**src/rtl/cmt_defs.svh**
```systemverilog
// Register offsets, field positions, reset values and counts of the compare timer
`ifndef CMT_DEFS_SVH
`define CMT_DEFS_SVH
`define CMT_A_CTRL 5'h00
`define CMT_A_STAT 5'h04
`define CMT_A_CNTH 5'h08
`define CMT_A_CNTL 5'h0c
`define CMT_A_CMPH 5'h10
`define CMT_A_CMPL 5'h14
`define CMT_A_IRQ 5'h18
`define CMT_A_MODE 5'h1c
`define CMT_B_LVLH 7
`define CMT_B_WIDE 6
`define CMT_B_LVLL 3
`define CMT_B_OVERFLOW_FLAG_HIGH 7
`define CMT_B_CMH 6
`define CMT_B_OVERFLOW_FLAG_LOW 3
`define CMT_B_CML 2
`define CMT_B_IRQH 3
`define CMT_B_IRQL 2
`define CMT_RST_CNT 8'h00
`define CMT_RST_CMP 8'hff
`define CMT_RST_REG 8'h00
`define CMT_CM_SUB_CYC 2'h2
`define CMT_IRQ_SUB_CYC 2'h1
`endif

```
**src/rtl/cmt_pkg.sv**
```systemverilog
// Types shared by the compare timer modules
package cmt_pkg;
  typedef enum logic [1:0] {
    CS_DIV32 = 2'b00,
    CS_DIV16 = 2'b01,
    CS_DIV4 = 2'b10,
    CS_SUB4 = 2'b11
  } clk_sel_t;
endpackage : cmt_pkg

```
**src/rtl/half_if.sv**
```systemverilog
// Signals between the timer top and one 8-bit counter half
`timescale 1ns/1ps
interface half_if;
  logic tick;
  logic mtick;
  logic eq_ext;
  logic count_we;
  logic cmp_we;
  logic clr;
  logic [7:0] wdata;
  logic [7:0] count;
  logic [7:0] cmp;
  logic cm;
  logic ovf;
  modport half (input tick, mtick, eq_ext, count_we, cmp_we, clr, wdata,
                output count, cmp, cm, ovf);
  modport ctrl (output tick, mtick, eq_ext, count_we, cmp_we, clr, wdata,
                input count, cmp, cm, ovf);
endinterface : half_if

```
**src/rtl/pulse_stretch.sv**
```systemverilog
// Stretches a one-cycle event to a number of subclock periods
`timescale 1ns/1ps
module pulse_stretch (
  input wire logic clock_i,
  input wire logic rst_n_i,
  input wire logic trig_i,
  input wire logic edge_i,
  input wire logic [1:0] len_i,
  output logic valid_o
);
  logic [1:0] cnt_q;
  logic [1:0] cnt_d;

  // Load on the event, count down on each subclock edge
  assign cnt_d = trig_i ? len_i : ((edge_i && cnt_q != 2'h0) ? cnt_q - 2'h1 : cnt_q);
  assign valid_o = trig_i || (cnt_q != 2'h0);

  always_ff @(posedge clock_i or negedge rst_n_i)
  begin
    if (!rst_n_i) cnt_q <= 2'h0;
    else cnt_q <= cnt_d;
  end
endmodule : pulse_stretch

```
**src/rtl/timer_half.sv**
```systemverilog
// One 8-bit counter half with compare and overflow event logic
`timescale 1ns/1ps
`include "cmt_defs.svh"
module timer_half (
  input wire logic clock_i,
  input wire logic rst_n_i,
  half_if.half hif
);
  logic [7:0] count_q;
  logic [7:0] count_d;
  logic [7:0] cmp_q;
  logic at_eq;
  logic wr_eq;

  assign at_eq = (count_q == cmp_q) && hif.eq_ext;
  assign wr_eq = (hif.wdata == count_q) && hif.eq_ext;
  // Match fires as the count leaves the equal value; a compare write overrides it
  assign hif.cm = hif.cmp_we ? wr_eq : (hif.mtick && at_eq); // [RULE_03] [RULE_04] [RULE_22]
  assign hif.ovf = hif.tick && (count_q == 8'hff) && !hif.count_we; // [RULE_07] [RULE_23]
  assign hif.count = count_q;
  assign hif.cmp = cmp_q;

  // Software write beats clear, clear beats increment
  assign count_d = hif.count_we ? hif.wdata : (hif.clr ? 8'h00 :
                   (hif.tick ? count_q + 8'h01 : count_q));

  always_ff @(posedge clock_i or negedge rst_n_i)
  begin
    if (!rst_n_i)
    begin
      count_q <= `CMT_RST_CNT;
      cmp_q <= `CMT_RST_CMP;
    end
    else
    begin
      count_q <= count_d;
      if (hif.cmp_we) cmp_q <= hif.wdata;
    end
  end

  cm_sync_a: assert property (@(posedge clock_i) disable iff (!rst_n_i) // [RULE_05]
    hif.cm && !hif.cmp_we |-> hif.mtick) else $error("match off counting clock");
  clk_stop_a: assert property (@(posedge clock_i) disable iff (!rst_n_i) // [RULE_06]
    !hif.mtick && !hif.cmp_we |-> !hif.cm) else $error("match with clock stopped");
  cmp_wr_a: assert property (@(posedge clock_i) disable iff (!rst_n_i) // [RULE_04]
    hif.cmp_we |-> hif.cm == wr_eq) else $error("compare write match wrong");
  ovf_drop_a: assert property (@(posedge clock_i) disable iff (!rst_n_i) // [RULE_07]
    hif.count_we |-> !hif.ovf) else $error("overflow during counter write");
  wrap_a: assert property (@(posedge clock_i) disable iff (!rst_n_i) // [RULE_23]
    hif.ovf && !hif.clr |=> count_q == 8'h00) else $error("overflow without wrap");
endmodule : timer_half

```
**src/rtl/compare_timer.sv**
```systemverilog
// Compare timer top: two 8-bit halves or one 16-bit counter, Avalon-MM registers
//
// What this block does
// [RULE_01] In 8-bit mode each half inverts its toggle pin on its match.
// [RULE_02] A control write coinciding with a match loads the written level.
// [RULE_03] A compare write coinciding with a match cancels that match.
// [RULE_04] But a compare write equal to the count raises a match then.
// [RULE_05] Matches are issued only on the half's own counting tick.
// [RULE_06] With the low half's clock stopped no match is issued; in 8-bit mode the high half still matches on its own clock.
// [RULE_07] A counter write cancels an overflow in the same cycle.
// [RULE_08] With subclock/4, interrupt source lasts 1 and events 2 subclock periods.
// [RULE_09] In active mode a request flag cleared while its source is valid resets.
// [RULE_10] In active mode overflow and match flags cannot clear while valid.
// [RULE_11] Software waits one subclock, ST and two clocks before clearing.
// [RULE_12] Software reads status before writing zero to a flag.
// [RULE_13] Handler masks, later clears flags, then unmasks.
// [RULE_14] Or handler lasts the validity time, then clears flags.
// [RULE_15] In subactive mode all flags clear at any time.
// [RULE_16] In active mode with subclock/4 counter writes are ignored.
// [RULE_17] In active mode with subclock/4 counter reads go through a resync.
// [RULE_18] Software should leave subclock/4 before counter access in active mode.
// [RULE_19] In subactive mode counter access is exact.
// [RULE_20] Width select set splits the counter into two halves with own clocks.
// [RULE_21] Each pin shows its level bit until a match inverts it.
// [RULE_22] A match fires when the count moves on from the equal value.
// [RULE_23] Each half sets its overflow flag on wrap from ff to 00.
// [RULE_24] The subclock passes a two-flop synchroniser before any logic.
//
// Implementation choices: the placing of the registers and the Avalon-MM register port.
`timescale 1ns/1ps
`include "cmt_defs.svh"
module compare_timer (
  input wire logic clock_i,
  input wire logic rst_n_i,
  input wire logic subclk_i,
  input wire logic [4:0] address_i,
  input wire logic read_i,
  input wire logic write_i,
  input wire logic [31:0] writedata_i,
  input wire logic [3:0] byteenable_i,
  output logic [31:0] readdata_o,
  output logic waitrequest_o,
  output logic toggle_out_high_o,
  output logic toggle_out_low_o
);
  logic sub_s1_q;
  logic sub_s2_q;
  logic sub_s3_q;
  logic [1:0] sdiv_q;
  logic [4:0] pre_q;
  logic ack_q;
  logic [31:0] rdata_q;
  logic [7:0] ctrl_q;
  logic [1:0] ovie_q;
  logic [1:0] cclr_q;
  logic [1:0] ovf_q;
  logic [1:0] cmf_q;
  logic [1:0] irqf_q;
  logic [1:0] ien_q;
  logic mode_q;
  logic pin_h_q;
  logic pin_l_q;
  logic [7:0] shadow_h_q;
  logic [7:0] shadow_l_q;
  logic [7:0] wd;
  logic [7:0] rd_mux;

  half_if hi_if ();
  half_if lo_if ();

  // Subclock crossing; the edge detector reads only the second and third flops
  always_ff @(posedge clock_i or negedge rst_n_i)
  begin
    if (!rst_n_i)
    begin
      sub_s1_q <= 1'b0;
      sub_s2_q <= 1'b0;
      sub_s3_q <= 1'b0;
    end
    else
    begin
      sub_s1_q <= subclk_i; // [RULE_24]
      sub_s2_q <= sub_s1_q;
      sub_s3_q <= sub_s2_q;
    end
  end

  logic sub_edge;
  assign sub_edge = sub_s2_q && !sub_s3_q;

  // Prescalers: free-running system divider and subclock divide-by-four
  always_ff @(posedge clock_i or negedge rst_n_i)
  begin
    if (!rst_n_i)
    begin
      pre_q <= 5'h00;
      sdiv_q <= 2'h0;
    end
    else
    begin
      pre_q <= pre_q + 5'h01;
      if (sub_edge) sdiv_q <= sdiv_q + 2'h1;
    end
  end

  logic t32;
  logic t16;
  logic t4;
  logic tsub;
  assign t32 = (pre_q == 5'h1f);
  assign t16 = (pre_q[3:0] == 4'hf);
  assign t4 = (pre_q[1:0] == 2'h3);
  assign tsub = sub_edge && (sdiv_q == 2'h3);

  // Clock selection per half
  cmt_pkg::clk_sel_t sel_h;
  cmt_pkg::clk_sel_t sel_l;
  logic wide;
  logic active;
  logic tick_h;
  logic tick_l;
  logic sub_h;
  logic sub_l;
  assign sel_h = cmt_pkg::clk_sel_t'(ctrl_q[5:4]);
  assign sel_l = cmt_pkg::clk_sel_t'(ctrl_q[1:0]);
  assign wide = ctrl_q[`CMT_B_WIDE];
  assign active = !mode_q;
  assign tick_l = (sel_l == cmt_pkg::CS_DIV32) ? t32 :
                  (sel_l == cmt_pkg::CS_DIV16) ? t16 :
                  (sel_l == cmt_pkg::CS_DIV4) ? t4 : tsub;
  assign tick_h = (sel_h == cmt_pkg::CS_DIV32) ? t32 :
                  (sel_h == cmt_pkg::CS_DIV16) ? t16 :
                  (sel_h == cmt_pkg::CS_DIV4) ? t4 : tsub;
  assign sub_l = (sel_l == cmt_pkg::CS_SUB4);
  // In 16-bit mode the high half follows the low half's clock
  assign sub_h = !wide ? sub_l : (sel_h == cmt_pkg::CS_SUB4);

  // Avalon slave: one wait state, data registered on the first cycle
  logic req;
  logic wr_fire;
  logic rd_take;
  assign req = read_i || write_i;
  assign waitrequest_o = req && !ack_q;
  assign rd_take = read_i && !ack_q;
  assign wr_fire = write_i && ack_q && byteenable_i[0];
  assign wd = writedata_i[7:0];
  assign readdata_o = rdata_q;

  always_ff @(posedge clock_i or negedge rst_n_i)
  begin
    if (!rst_n_i) ack_q <= 1'b0;
    else ack_q <= req && !ack_q;
  end

  // Write strobes per register
  logic we_ctrl;
  logic we_stat;
  logic we_cnth;
  logic we_cntl;
  logic we_cmph;
  logic we_cmpl;
  logic we_irq;
  logic we_mode;
  assign we_ctrl = wr_fire && (address_i == `CMT_A_CTRL);
  assign we_stat = wr_fire && (address_i == `CMT_A_STAT);
  assign we_cnth = wr_fire && (address_i == `CMT_A_CNTH);
  assign we_cntl = wr_fire && (address_i == `CMT_A_CNTL);
  assign we_cmph = wr_fire && (address_i == `CMT_A_CMPH);
  assign we_cmpl = wr_fire && (address_i == `CMT_A_CMPL);
  assign we_irq = wr_fire && (address_i == `CMT_A_IRQ);
  assign we_mode = wr_fire && (address_i == `CMT_A_MODE);

  // Counter writes are refused while the subclock/4 count is asynchronous
  logic lock_h;
  logic lock_l;
  assign lock_h = active && sub_h; // [RULE_16] [RULE_19]
  assign lock_l = active && sub_l; // [RULE_16] [RULE_19]

  // Half wiring; wide mode splits the halves, with wide clear the halves chain into one 16-bit counter
  assign lo_if.tick = tick_l;
  assign lo_if.mtick = tick_l; // [RULE_05] [RULE_06]
  assign lo_if.eq_ext = 1'b1;
  assign lo_if.count_we = we_cntl && !lock_l; // [RULE_16]
  assign lo_if.cmp_we = we_cmpl;
  assign lo_if.wdata = wd;
  // Split halves clear on their own match; 16-bit mode clears the low byte on the full match
  assign lo_if.clr = wide ? (lo_if.cm && cclr_q[0]) : (hi_if.cm && cclr_q[1]); // [RULE_20]
  assign hi_if.tick = wide ? tick_h : (tick_l && lo_if.count == 8'hff); // [RULE_20]
  assign hi_if.mtick = wide ? tick_h : tick_l;
  assign hi_if.eq_ext = wide || (lo_if.count == lo_if.cmp);
  assign hi_if.count_we = we_cnth && !lock_h; // [RULE_16]
  assign hi_if.cmp_we = we_cmph;
  assign hi_if.wdata = wd;
  assign hi_if.clr = hi_if.cm && cclr_q[1];

  timer_half u_half_h (
    .clock_i(clock_i),
    .rst_n_i(rst_n_i),
    .hif(hi_if.half)
  );

  timer_half u_half_l (
    .clock_i(clock_i),
    .rst_n_i(rst_n_i),
    .hif(lo_if.half)
  );

  // Event validity windows, stretched in subclock periods under subclock/4
  logic [1:0] len_ev_h;
  logic [1:0] len_ev_l;
  logic [1:0] len_irq_h;
  logic [1:0] len_irq_l;
  logic src_h;
  logic src_l;
  logic v_cm_h;
  logic v_cm_l;
  logic v_ov_h;
  logic v_ov_l;
  logic v_irq_h;
  logic v_irq_l;
  assign len_ev_h = sub_h ? `CMT_CM_SUB_CYC : 2'h0; // [RULE_08]
  assign len_ev_l = sub_l ? `CMT_CM_SUB_CYC : 2'h0; // [RULE_08]
  assign len_irq_h = sub_h ? `CMT_IRQ_SUB_CYC : 2'h0; // [RULE_08]
  assign len_irq_l = sub_l ? `CMT_IRQ_SUB_CYC : 2'h0; // [RULE_08]
  assign src_h = hi_if.cm || (hi_if.ovf && ovie_q[1]);
  assign src_l = lo_if.cm || (lo_if.ovf && ovie_q[0]);

  pulse_stretch u_cm_h (.clock_i(clock_i), .rst_n_i(rst_n_i), .trig_i(hi_if.cm),
    .edge_i(sub_edge), .len_i(len_ev_h), .valid_o(v_cm_h));
  pulse_stretch u_cm_l (.clock_i(clock_i), .rst_n_i(rst_n_i), .trig_i(lo_if.cm),
    .edge_i(sub_edge), .len_i(len_ev_l), .valid_o(v_cm_l));
  pulse_stretch u_ov_h (.clock_i(clock_i), .rst_n_i(rst_n_i), .trig_i(hi_if.ovf),
    .edge_i(sub_edge), .len_i(len_ev_h), .valid_o(v_ov_h));
  pulse_stretch u_ov_l (.clock_i(clock_i), .rst_n_i(rst_n_i), .trig_i(lo_if.ovf),
    .edge_i(sub_edge), .len_i(len_ev_l), .valid_o(v_ov_l));
  pulse_stretch u_irq_h (.clock_i(clock_i), .rst_n_i(rst_n_i), .trig_i(src_h),
    .edge_i(sub_edge), .len_i(len_irq_h), .valid_o(v_irq_h));
  pulse_stretch u_irq_l (.clock_i(clock_i), .rst_n_i(rst_n_i), .trig_i(src_l),
    .edge_i(sub_edge), .len_i(len_irq_l), .valid_o(v_irq_l));

  // Flag updates: set always wins; active mode blocks clears inside the window
  logic [1:0] ovf_set;
  logic [1:0] cmf_set;
  logic [1:0] irq_set;
  logic [1:0] ovf_clr;
  logic [1:0] cmf_clr;
  logic [1:0] irq_clr;
  logic [1:0] ovf_d;
  logic [1:0] cmf_d;
  logic [1:0] irqf_d;
  assign ovf_set = {hi_if.ovf, lo_if.ovf}; // [RULE_23]
  assign cmf_set = {hi_if.cm, lo_if.cm};
  // Active mode re-sets a request flag for as long as its source is valid
  assign irq_set = active ? {v_irq_h, v_irq_l} : {src_h, src_l}; // [RULE_09] [RULE_15]
  assign ovf_clr[1] = we_stat && !wd[`CMT_B_OVERFLOW_FLAG_HIGH] && !(active && v_ov_h); // [RULE_10]
  assign ovf_clr[0] = we_stat && !wd[`CMT_B_OVERFLOW_FLAG_LOW] && !(active && v_ov_l); // [RULE_10]
  assign cmf_clr[1] = we_stat && !wd[`CMT_B_CMH] && !(active && v_cm_h); // [RULE_10]
  assign cmf_clr[0] = we_stat && !wd[`CMT_B_CML] && !(active && v_cm_l); // [RULE_10]
  assign irq_clr[1] = we_irq && !wd[`CMT_B_IRQH]; // [RULE_15]
  assign irq_clr[0] = we_irq && !wd[`CMT_B_IRQL];
  assign ovf_d = ovf_set | (ovf_q & ~ovf_clr);
  assign cmf_d = cmf_set | (cmf_q & ~cmf_clr);
  assign irqf_d = irq_set | (irqf_q & ~irq_clr);

  // Toggle pins: a control write loads the level even against a match
  logic pin_h_d;
  logic pin_l_d;
  assign pin_h_d = we_ctrl ? wd[`CMT_B_LVLH] : (hi_if.cm ? !pin_h_q : pin_h_q); // [RULE_02]
  assign pin_l_d = we_ctrl ? wd[`CMT_B_LVLL] : (lo_if.cm ? !pin_l_q : pin_l_q); // [RULE_01]
  assign toggle_out_high_o = pin_h_q; // [RULE_21]
  assign toggle_out_low_o = pin_l_q; // [RULE_21]

  // Register state
  always_ff @(posedge clock_i or negedge rst_n_i)
  begin
    if (!rst_n_i)
    begin
      ctrl_q <= `CMT_RST_REG;
      ovie_q <= 2'h0;
      cclr_q <= 2'h0;
      ovf_q <= 2'h0;
      cmf_q <= 2'h0;
      irqf_q <= 2'h0;
      ien_q <= 2'h0;
      mode_q <= 1'b0;
      pin_h_q <= 1'b0;
      pin_l_q <= 1'b0;
    end
    else
    begin
      if (we_ctrl) ctrl_q <= {wd[7:3], 1'b0, wd[1:0]};
      if (we_stat) ovie_q <= {wd[4], wd[0]};
      if (we_stat) cclr_q <= {wd[5], wd[1]};
      if (we_irq) ien_q <= wd[1:0];
      if (we_mode) mode_q <= wd[0];
      ovf_q <= ovf_d;
      cmf_q <= cmf_d;
      irqf_q <= irqf_d;
      pin_h_q <= pin_h_d;
      pin_l_q <= pin_l_d;
    end
  end

  // Resampled counter copies; may trail the live count by one
  always_ff @(posedge clock_i or negedge rst_n_i)
  begin
    if (!rst_n_i)
    begin
      shadow_h_q <= `CMT_RST_CNT;
      shadow_l_q <= `CMT_RST_CNT;
    end
    else
    begin
      shadow_h_q <= hi_if.count; // [RULE_17]
      shadow_l_q <= lo_if.count; // [RULE_17]
    end
  end

  // Read selection; unmapped offsets read zero
  assign rd_mux = (address_i == `CMT_A_CTRL) ? ctrl_q :
    (address_i == `CMT_A_STAT) ? {ovf_q[1], cmf_q[1], cclr_q[1], ovie_q[1],
                                  ovf_q[0], cmf_q[0], cclr_q[0], ovie_q[0]} :
    (address_i == `CMT_A_CNTH) ? (lock_h ? shadow_h_q : hi_if.count) : // [RULE_17] [RULE_19]
    (address_i == `CMT_A_CNTL) ? (lock_l ? shadow_l_q : lo_if.count) : // [RULE_17] [RULE_19]
    (address_i == `CMT_A_CMPH) ? hi_if.cmp :
    (address_i == `CMT_A_CMPL) ? lo_if.cmp :
    (address_i == `CMT_A_IRQ) ? {4'h0, irqf_q, ien_q} :
    (address_i == `CMT_A_MODE) ? {7'h00, mode_q} : 8'h00;

  always_ff @(posedge clock_i or negedge rst_n_i)
  begin
    if (!rst_n_i) rdata_q <= 32'h0000_0000;
    else if (rd_take) rdata_q <= {24'h000000, rd_mux};
  end

  toggle_a: assert property (@(posedge clock_i) disable iff (!rst_n_i) // [RULE_01]
    lo_if.cm && !we_ctrl |=> pin_l_q != $past(pin_l_q)) else $error("low pin not toggled");
  ctrl_wr_a: assert property (@(posedge clock_i) disable iff (!rst_n_i) // [RULE_02]
    we_ctrl |=> pin_h_q == $past(wd[7]) && pin_l_q == $past(wd[3]))
    else $error("pin level not loaded");
  flag_hold_a: assert property (@(posedge clock_i) disable iff (!rst_n_i) // [RULE_10]
    active && v_ov_l && ovf_q[0] |=> ovf_q[0]) else $error("overflow flag cleared");
  irq_reset_a: assert property (@(posedge clock_i) disable iff (!rst_n_i) // [RULE_09]
    active && v_irq_h |=> irqf_q[1]) else $error("request flag lost");
  // Under subclock/4 a match loads two subclock periods of validity
  cm_width_a: assert property (@(posedge clock_i) disable iff (!rst_n_i) // [RULE_08]
    lo_if.cm && sub_l |=> u_cm_l.cnt_q == `CMT_CM_SUB_CYC)
    else $error("match window too short");
  // The window may only close on a subclock edge
  cm_hold_a: assert property (@(posedge clock_i) disable iff (!rst_n_i) // [RULE_08]
    v_cm_l && !lo_if.cm && !sub_edge |=> v_cm_l) else $error("match window cut short");
  irq_width_a: assert property (@(posedge clock_i) disable iff (!rst_n_i) // [RULE_08]
    src_l && sub_l |=> u_irq_l.cnt_q == `CMT_IRQ_SUB_CYC)
    else $error("request window wrong");
  split_clr_a: assert property (@(posedge clock_i) disable iff (!rst_n_i) // [RULE_20]
    wide && lo_if.cm && cclr_q[0] && !lo_if.count_we |=> lo_if.count == 8'h00)
    else $error("low half not cleared on match");
  cnt_lock_a: assert property (@(posedge clock_i) disable iff (!rst_n_i) // [RULE_16]
    we_cntl && lock_l |-> !lo_if.count_we) else $error("locked counter written");
endmodule : compare_timer

```
**config.mk**
```make
export PLATFORM = sky130hd
export DESIGN_NAME = compare_timer
export DESIGN_NICKNAME = d
export VERILOG_FILES = /design/src/rtl/cmt_pkg.sv /design/src/rtl/half_if.sv /design/src/rtl/pulse_stretch.sv /design/src/rtl/timer_half.sv /design/src/rtl/compare_timer.sv
export VERILOG_INCLUDE_DIRS = /design/src /design/src/rtl
export SDC_FILE = /design/constraint.sdc
export NUM_CORES = 1
export LEC_CHECK = 0
export ABC_CLOCK_PERIOD_IN_PS = 6180
export BUFFER_PORTS_ARGS = -buffer_cell sky130_fd_sc_hd__buf_2
export CAP_MARGIN = 15
export CORE_ASPECT_RATIO = 1.2
export CORE_MARGIN = 5
export CORE_UTILIZATION = 64
export CTS_BUF_LIST = sky130_fd_sc_hd__clkbuf_4 sky130_fd_sc_hd__clkbuf_8
export DETAILED_ROUTE_END_ITERATION = 7
export PLACE_DENSITY = 0.88
export SETUP_SLACK_MARGIN = 0.02
export SYNTH_ARGS = -nofsm -noshare
export SYNTH_HDL_FRONTEND = slang
export SYNTH_SLANG_ARGS = --single-unit
```
**constraint.sdc**
```tcl
create_clock -name clock_i -period 6.18 [get_ports clock_i]
set_input_delay 0.618 -clock clock_i [delete_from_list [all_inputs] [get_ports clock_i]]
set_output_delay 0.618 -clock clock_i [all_outputs]
set_load 0.03 [all_outputs]
```
==> results of run 1 <==
[sequential cells by signal, indices dropped and copies added, names as in the netlist, 5 cells and up]
signal	flops
readdata_o	8
u_half_h.hif.count	8
pre_q	5
ctrl_q	7
shadow_l_q	8
shadow_h_q	8
u_half_l.hif.cmp	8
u_half_l.hif.count	8
u_half_h.hif.cmp	8
[layer usage]
layer / track usage / share of wire
met3: 0.0632 / 0.087
met2: 0.420 / 0.48
met1: 0.348 / 0.39
met4: 0.120 / 0.041
met5: 0 / 0
[final cells by class]
cell class,instances,area share
flip-flops and latches,101,0.427
inverters,24,0.0151
clock inverters,4,0.00839
clock buffers,12,0.0256
well taps,117,0.0245
multi-input cells,417,0.470
repair buffers,33,0.0298
[cells in the mapped netlist, drive strengths merged (4+ instances only)]
master	number	area (um^2)
xnor2	38	333
ha	11	138
mux2	29	327
clkbuf	27	101
dfrtp	85	2130
nand2	51	191
o211ai	6	45.0
buf	37	244
and2	5	31.3
inv	24	90.1
o31ai	9	67.6
a211oi	5	37.5
nor3	11	55.1
nand3	11	55.1
xor2	13	114
mux2i	23	230
a31o	4	35.0
dfstp	16	420
nand2b	14	87.6
nor2	44	165
a2111oi	4	35.0
o22ai	6	37.5
o21ai	19	95.1
nor2b	5	31.3
o21a	4	30.0
or3	5	36.3
a21o	5	37.5
and3	6	37.5
nand4	8	50.1
a21oi	28	151
nor4	7	65.1
[how the worst min path moves through the flow]
stage              from          endpoint  slack (ns)
3_3_place_gp   sub_s1_q          sub_s2_q        0.33
2_1_floorplan   rst_n_i             ack_q        0.32
5_1_grt         rst_n_i  u_irq_l.cnt_q[1]        0.12
3_5_place_dp   sub_s1_q          sub_s2_q        0.35
4_1_cts         rst_n_i          ien_q[0]        0.11
6_report        rst_n_i     shadow_l_q[7]        0.11
[cell families (layout without fill, tap and decap cells)]
kind of cell | count (synthesis) | in the layout | synth area share
adders and majority gates | 11 | 11 | 0.0242
xor gates and xnor gates | 51 | 51 | 0.0784
buffers and inverters | 88 | 73 | 0.0765
and+or+nand+nor | 175 | 175 | 0.153
DFF | 101 | 101 | 0.447
muxes | 52 | 52 | 0.0978
AOI/OAI and AO/OA | 104 | 104 | 0.122
other | 1 | 24 | 0.000659
[metrics by stage]
stage               cell area (um^2)  std cells  utilization  hold slack [ns]  total power (uW)
detailed placement              5770        692        0.666            0.346              1480
global route                    5970        708        0.689            0.115              2030
floorplan                       5780        606            -            0.322              1350
CTS                             5970        708        0.689            0.113              1920
global placement                5770        692        0.666            0.333              1440
finish                          5970        708        0.689            0.112              1920
[worst max-delay path: cells and delay by family, from the launching register on]
kind	cells	cell delay, ns
AO/OA/AOI/OAI	5	1.63
flip-flops	1	0.41
adder cells (fa/ha/maj)	2	0.46
AND/OR/NAND/NOR	3	0.62
[power by group]
part / internal [uW] / switching, uW
registers: 812 / 160
logic: 231 / 276
clock network: 207 / 234
total: 1250 / 670
==> results.ini, run 1 <==
[run_status]
status=complete, no violations

[worst_setup_path]
slowest_delay_ns=0.53
crit_end=u_half_l.hif.count[7]
critPathSlowestCell=a221o_1
start_kind=flip-flop
r2r_end=u_half_l.hif.count[7]
worstSetupPathType=flip-flop to flip-flop
reg2reg_slack_ns=2.99
startpoint=pre_q[0]
path_max_fanout=9
timing.rr.start=pre_q[0]
cp_cell_sequence=ha_1, and3_1, ha_1, nor2b_1, a211o_1, and2_1, a22o_1, a221o_1, o21ai_0, o21a_1
endpoint_kind=flip-flop
reg2reg_depth=10
cp.arrival_ns=3.51
worstPathRequired_ns=6.50
cp_common_cell=ha_1

[timing]
maxSlewViolCount=0
rsz0062_at_grt=false
finalHoldViolations=0
fmaxAchievable_mhz=314
final.setup.worst_slack_ns=2.99
setup_viol=0
worst_pin_slew_ns=0.995
skew_ns=0.0158
slew_headroom=0.336
setup_tns_ns=0
min_period_ns=3.19
period_share=0.516

[place]
dp_hpwl_um=9910
port_buffers=29
dp_slack_ns=2.95
gp_congestion=0.925

[detailed_routing]
drt-pass1-iter-count=5
finalWirelength_um=14000
vias_per_cell=6.27
vias=4437
avgRoutedWirePerCell_um=19.8
drt-initial-drc-count=589
ant_nets=0
drc_errors=0

[clocking]
clockBufferDepth=2
cts-root-buf=clkbuf_8
ctsHoldBuffers=0
insertion_delay_ns=0.39
post_cts_resized=0
path_clk_slew_ns=0.10
cts_max_level=3
cts_buffers=9
cts_num_sinks=101
cts_tree=done
post_cts_buffers=0

[logic_synthesis]
netlist_area_mm2=0.00569
syn_inst=583
ys_ff_latch=101
synth_edf_count=0
synth-seq-area-share=0.447
ys.flop_type=dfrtp_1
synthesis.area_per_instance_um2=9.77
ys_warn_count=0
ys_types=56
async_reset_ff_frac=1.00

[layout]
fillers=636
register_area_mm2=0.00255
drive_gt1_frac=0.178
layout_common_cells=dfrtp_1, nand2_1, nor2_1
final_common_cell=dfrtp_1
multi_input_area_mm2=0.00280
syn_to_final_growth_pct=4.81
diodes=0
nets=643

[power_and_ir_drop]
ir_worst_vdd_mv=0.178
power_density_mw_per_mm2=322
leakagePower_uw=0.00262

[die]
die_w_um=96.1
dieArea_mm2=0.0109
initial_core_util=0.658
die_y_um=113
ios=81
core_area_mm2=0.00866
core.rowCount=37

[global_routing]
grt_pass1_wl_um=21800
grt_overflow=0
grt_pass1_vias=4249
grtUsageTotal=0.267
antenna_found_initial=0
grt_start_max_net_pins=81

[run]
maxCapViolCount=0

[min_path]
min_path_type=input pin to asynchronous set/reset pin

Power figures use the tool's default switching activity.
==> run 2, diff against run 1 <==
--- a/config.mk
+++ b/config.mk
@@ -6,15 +6,15 @@
 export SDC_FILE = /design/constraint.sdc
 export NUM_CORES = 1
 export LEC_CHECK = 0
-export ABC_CLOCK_PERIOD_IN_PS = 6180
+export ABC_CLOCK_PERIOD_IN_PS = 2700
 export BUFFER_PORTS_ARGS = -buffer_cell sky130_fd_sc_hd__buf_2
 export CAP_MARGIN = 15
 export CORE_ASPECT_RATIO = 1.2
 export CORE_MARGIN = 5
-export CORE_UTILIZATION = 64
+export CORE_UTILIZATION = 54
 export CTS_BUF_LIST = sky130_fd_sc_hd__clkbuf_4 sky130_fd_sc_hd__clkbuf_8
 export DETAILED_ROUTE_END_ITERATION = 7
-export PLACE_DENSITY = 0.88
+export PLACE_DENSITY = 0.79
 export SETUP_SLACK_MARGIN = 0.02
 export SYNTH_ARGS = -nofsm -noshare
 export SYNTH_HDL_FRONTEND = slang
==> constraint.sdc (replaced) <==
create_clock -name clock_i -period 2.7 [get_ports clock_i]
set_input_delay 0.27 -clock clock_i [delete_from_list [all_inputs] [get_ports clock_i]]
set_output_delay 0.27 -clock clock_i [all_outputs]
set_load 0.03 [all_outputs]
==> results.ini, run 2 (same netlist as run 1, synthesis figures left out) <==
[worst_setup_path]
cp.arrival_ns=2.88  ; was 3.51 ns
endpoint_kind=flip-flop  ; unchanged
worstPathRequired_ns=3.01  ; was 6.50 ns
worstSetupPathType=flip-flop to flip-flop  ; unchanged
path_max_fanout=8  ; was 9
timing.rr.start=pre_q[0]  ; unchanged
startpoint=pre_q[0]  ; unchanged
start_kind=flip-flop  ; unchanged

[power_and_ir_drop]
p_total_uw=4470  ; was 1920 uW
ir_worst_vdd_mv=0.359  ; was 0.178 mV
leakagePower_uw=0.00279  ; was 0.00262 uW
power_density_mw_per_mm2=712  ; was 322 mW/mm^2

[detailed_routing]
vias_per_cell=5.99  ; was 6.27
drt-pass1-iter-count=5  ; unchanged
ant_nets=0  ; unchanged
vias=4511  ; was 4437
drc_errors=0  ; unchanged
drt-initial-drc-count=250  ; was 589
finalWirelength_um=15100  ; was 14000 um
avgRoutedWirePerCell_um=20.0  ; was 19.8 um

[die]
die_y_um=122  ; was 113 um
initial_core_util=0.547  ; was 0.658
dieArea_mm2=0.0127  ; was 0.0109 mm^2
die_w_um=104  ; was 96.1 um
ios=81  ; unchanged
core.rowCount=41  ; was 37
core_area_mm2=0.0104  ; was 0.00866 mm^2

[clocking]
cts_max_level=3  ; unchanged
cts_tree=done  ; unchanged
cts_buffers=9  ; unchanged
cts_num_sinks=101  ; unchanged
cts-root-buf=clkbuf_8  ; unchanged
post_cts_buffers=0  ; unchanged
clockBufferDepth=2  ; unchanged
insertion_delay_ns=0.38  ; was 0.39 ns
path_clk_slew_ns=0.10  ; about the same

[layout]
nets=676  ; was 643
fillers=882  ; was 636
syn_to_final_growth_pct=10.3  ; was 4.81%
fin_cells=753  ; was 708
register_area_mm2=0.00255  ; unchanged
stdcell_area_mm2=0.00628  ; was 0.00597 mm^2
diodes=0  ; unchanged
multi_input_area_mm2=0.00283  ; was 0.00280 mm^2
layout_common_cells=dfrtp_1, nand2_1, nor2_1  ; unchanged
drive_gt1_frac=0.228  ; was 0.178
final_common_cell=dfrtp_1  ; unchanged
fin_util=0.603  ; was 0.689

[place]
dp.cells=735  ; was 692
port_buffers=29  ; unchanged
dpl_cell_area_mm2=0.00604  ; was 0.00577 mm^2
dp_hpwl_um=11200  ; was 9910 um
gp_congestion=0.950  ; was 0.925

[run]
maxCapViolCount=0  ; unchanged

[global_routing]
antenna_found_initial=0  ; unchanged
grtUsageTotal=0.238  ; was 0.267
grt_pass1_wl_um=24000  ; was 21800 um
grt_start_max_net_pins=57  ; was 81
grt_pass1_vias=4664  ; was 4249
grt_overflow=0  ; unchanged

[timing]
worst_pin_slew_ns=0.683  ; was 0.995 ns
rsz0062_at_grt=false  ; unchanged
fmaxAchievable_mhz=388  ; was 314 MHz
setup_viol=0  ; unchanged
period_share=0.954  ; was 0.516
slew_headroom=0.544  ; was 0.336
setup_tns_ns=0  ; unchanged
maxSlewViolCount=0  ; unchanged
min_period_ns=2.58  ; was 3.19 ns
skew_ns=0.0155  ; was 0.0158 ns
finalHoldViolations=0  ; unchanged

[run_status]
status=complete, no violations  ; unchanged

[min_path]
min_path_type=input pin to flip-flop  ; was input pin to asynchronous set/reset pin
hold_start=read_i

## run 2: changes by cell type in the layout (fill, tap and decap cells not counted), moves of 2 or more
cell           change
clkinvlp_4         -2
dlygate4sd3_1      +2
buf_4             +30
clkbuf_4           -2
and2_1             -2
ha_1               -2
clkinv_4           +3
## run 2: metal layers
layer | routed length (um) | track usage | vias up | part of all wire
li1 | - | - | 2029 | -
met1 | 5970 | 0.290 | 2238 | 0.40
met2 | 7490 | 0.409 | 192 | 0.50
met3 | 871 | 0.0384 | 52 | 0.058
met4 | 720 | 0.124 | 0 | 0.048
met5 | 0 | 0 | - | 0
## run 2: path summary, 6_finish.rpt
| path | slack [ns] | to | cells past startpoint |
|---|---|---|---|
| worst max-delay path | 0.12 | u_half_l.hif.count[3] | 9 |
| worst min-delay path | 0.20 | ack_q | 3 |
| worst max register to register | 0.12 | u_half_l.hif.count[3] | 9 |
| worst min register to register | 0.36 | sub_s2_q | 0 |
| max in group asynchronous | 1.46 | u_half_h.hif.cmp[7] | 3 |
| min in group asynchronous | 0.45 | u_half_l.hif.count[7] | 2 |
## run 2: report_power, final
part	switching, uW	leakage, uW	internal, uW
Clock	553	0.000107	461
Sequential	292	0.00119	1860
Combinational	722	0.00149	585
Total	1570	0.00279	2900
## run 2: worst max-delay path, cell delays in order, from the launching register on
cell and delay [ns]:
dfrtp_1 0.43, ha_4 0.17, buf_4 0.15, and4b_1 0.23, o32ai_1 0.44, nor4_2 0.10, a21o_1 0.19, a221o_2 0.44
a31o_1 0.24, a21oi_2 0.11
## run 2: layout make-up
type	count	share of cell area
Clock buffer	10	0.0219
Clock inverter	6	0.0112
Inverter	24	0.0143
Multi-Input combinational cell	417	0.451
Sequential cell	101	0.406
Tap cell	129	0.0257
Timing Repair Buffer	66	0.0705
## run 2: through the flow
step / setup WS, ns / hold slack [ns]
4_1_cts: 0.0559 / 0.194
2_1_floorplan: 0.0206 / -0.0256
3_5_place_dp: 0.0931 / 0.328
6_report: 0.125 / 0.202
5_1_grt: 0.0308 / 0.215
3_3_place_gp: 0.103 / 0.322
## run 2: what timing repair did
item / in CTS / in global routing
hold buffers: 2 / 0
setup endpoints to repair: 0 / 13
resized for setup: 0 / 6
endpoints found under the hold margin: 38 / 0
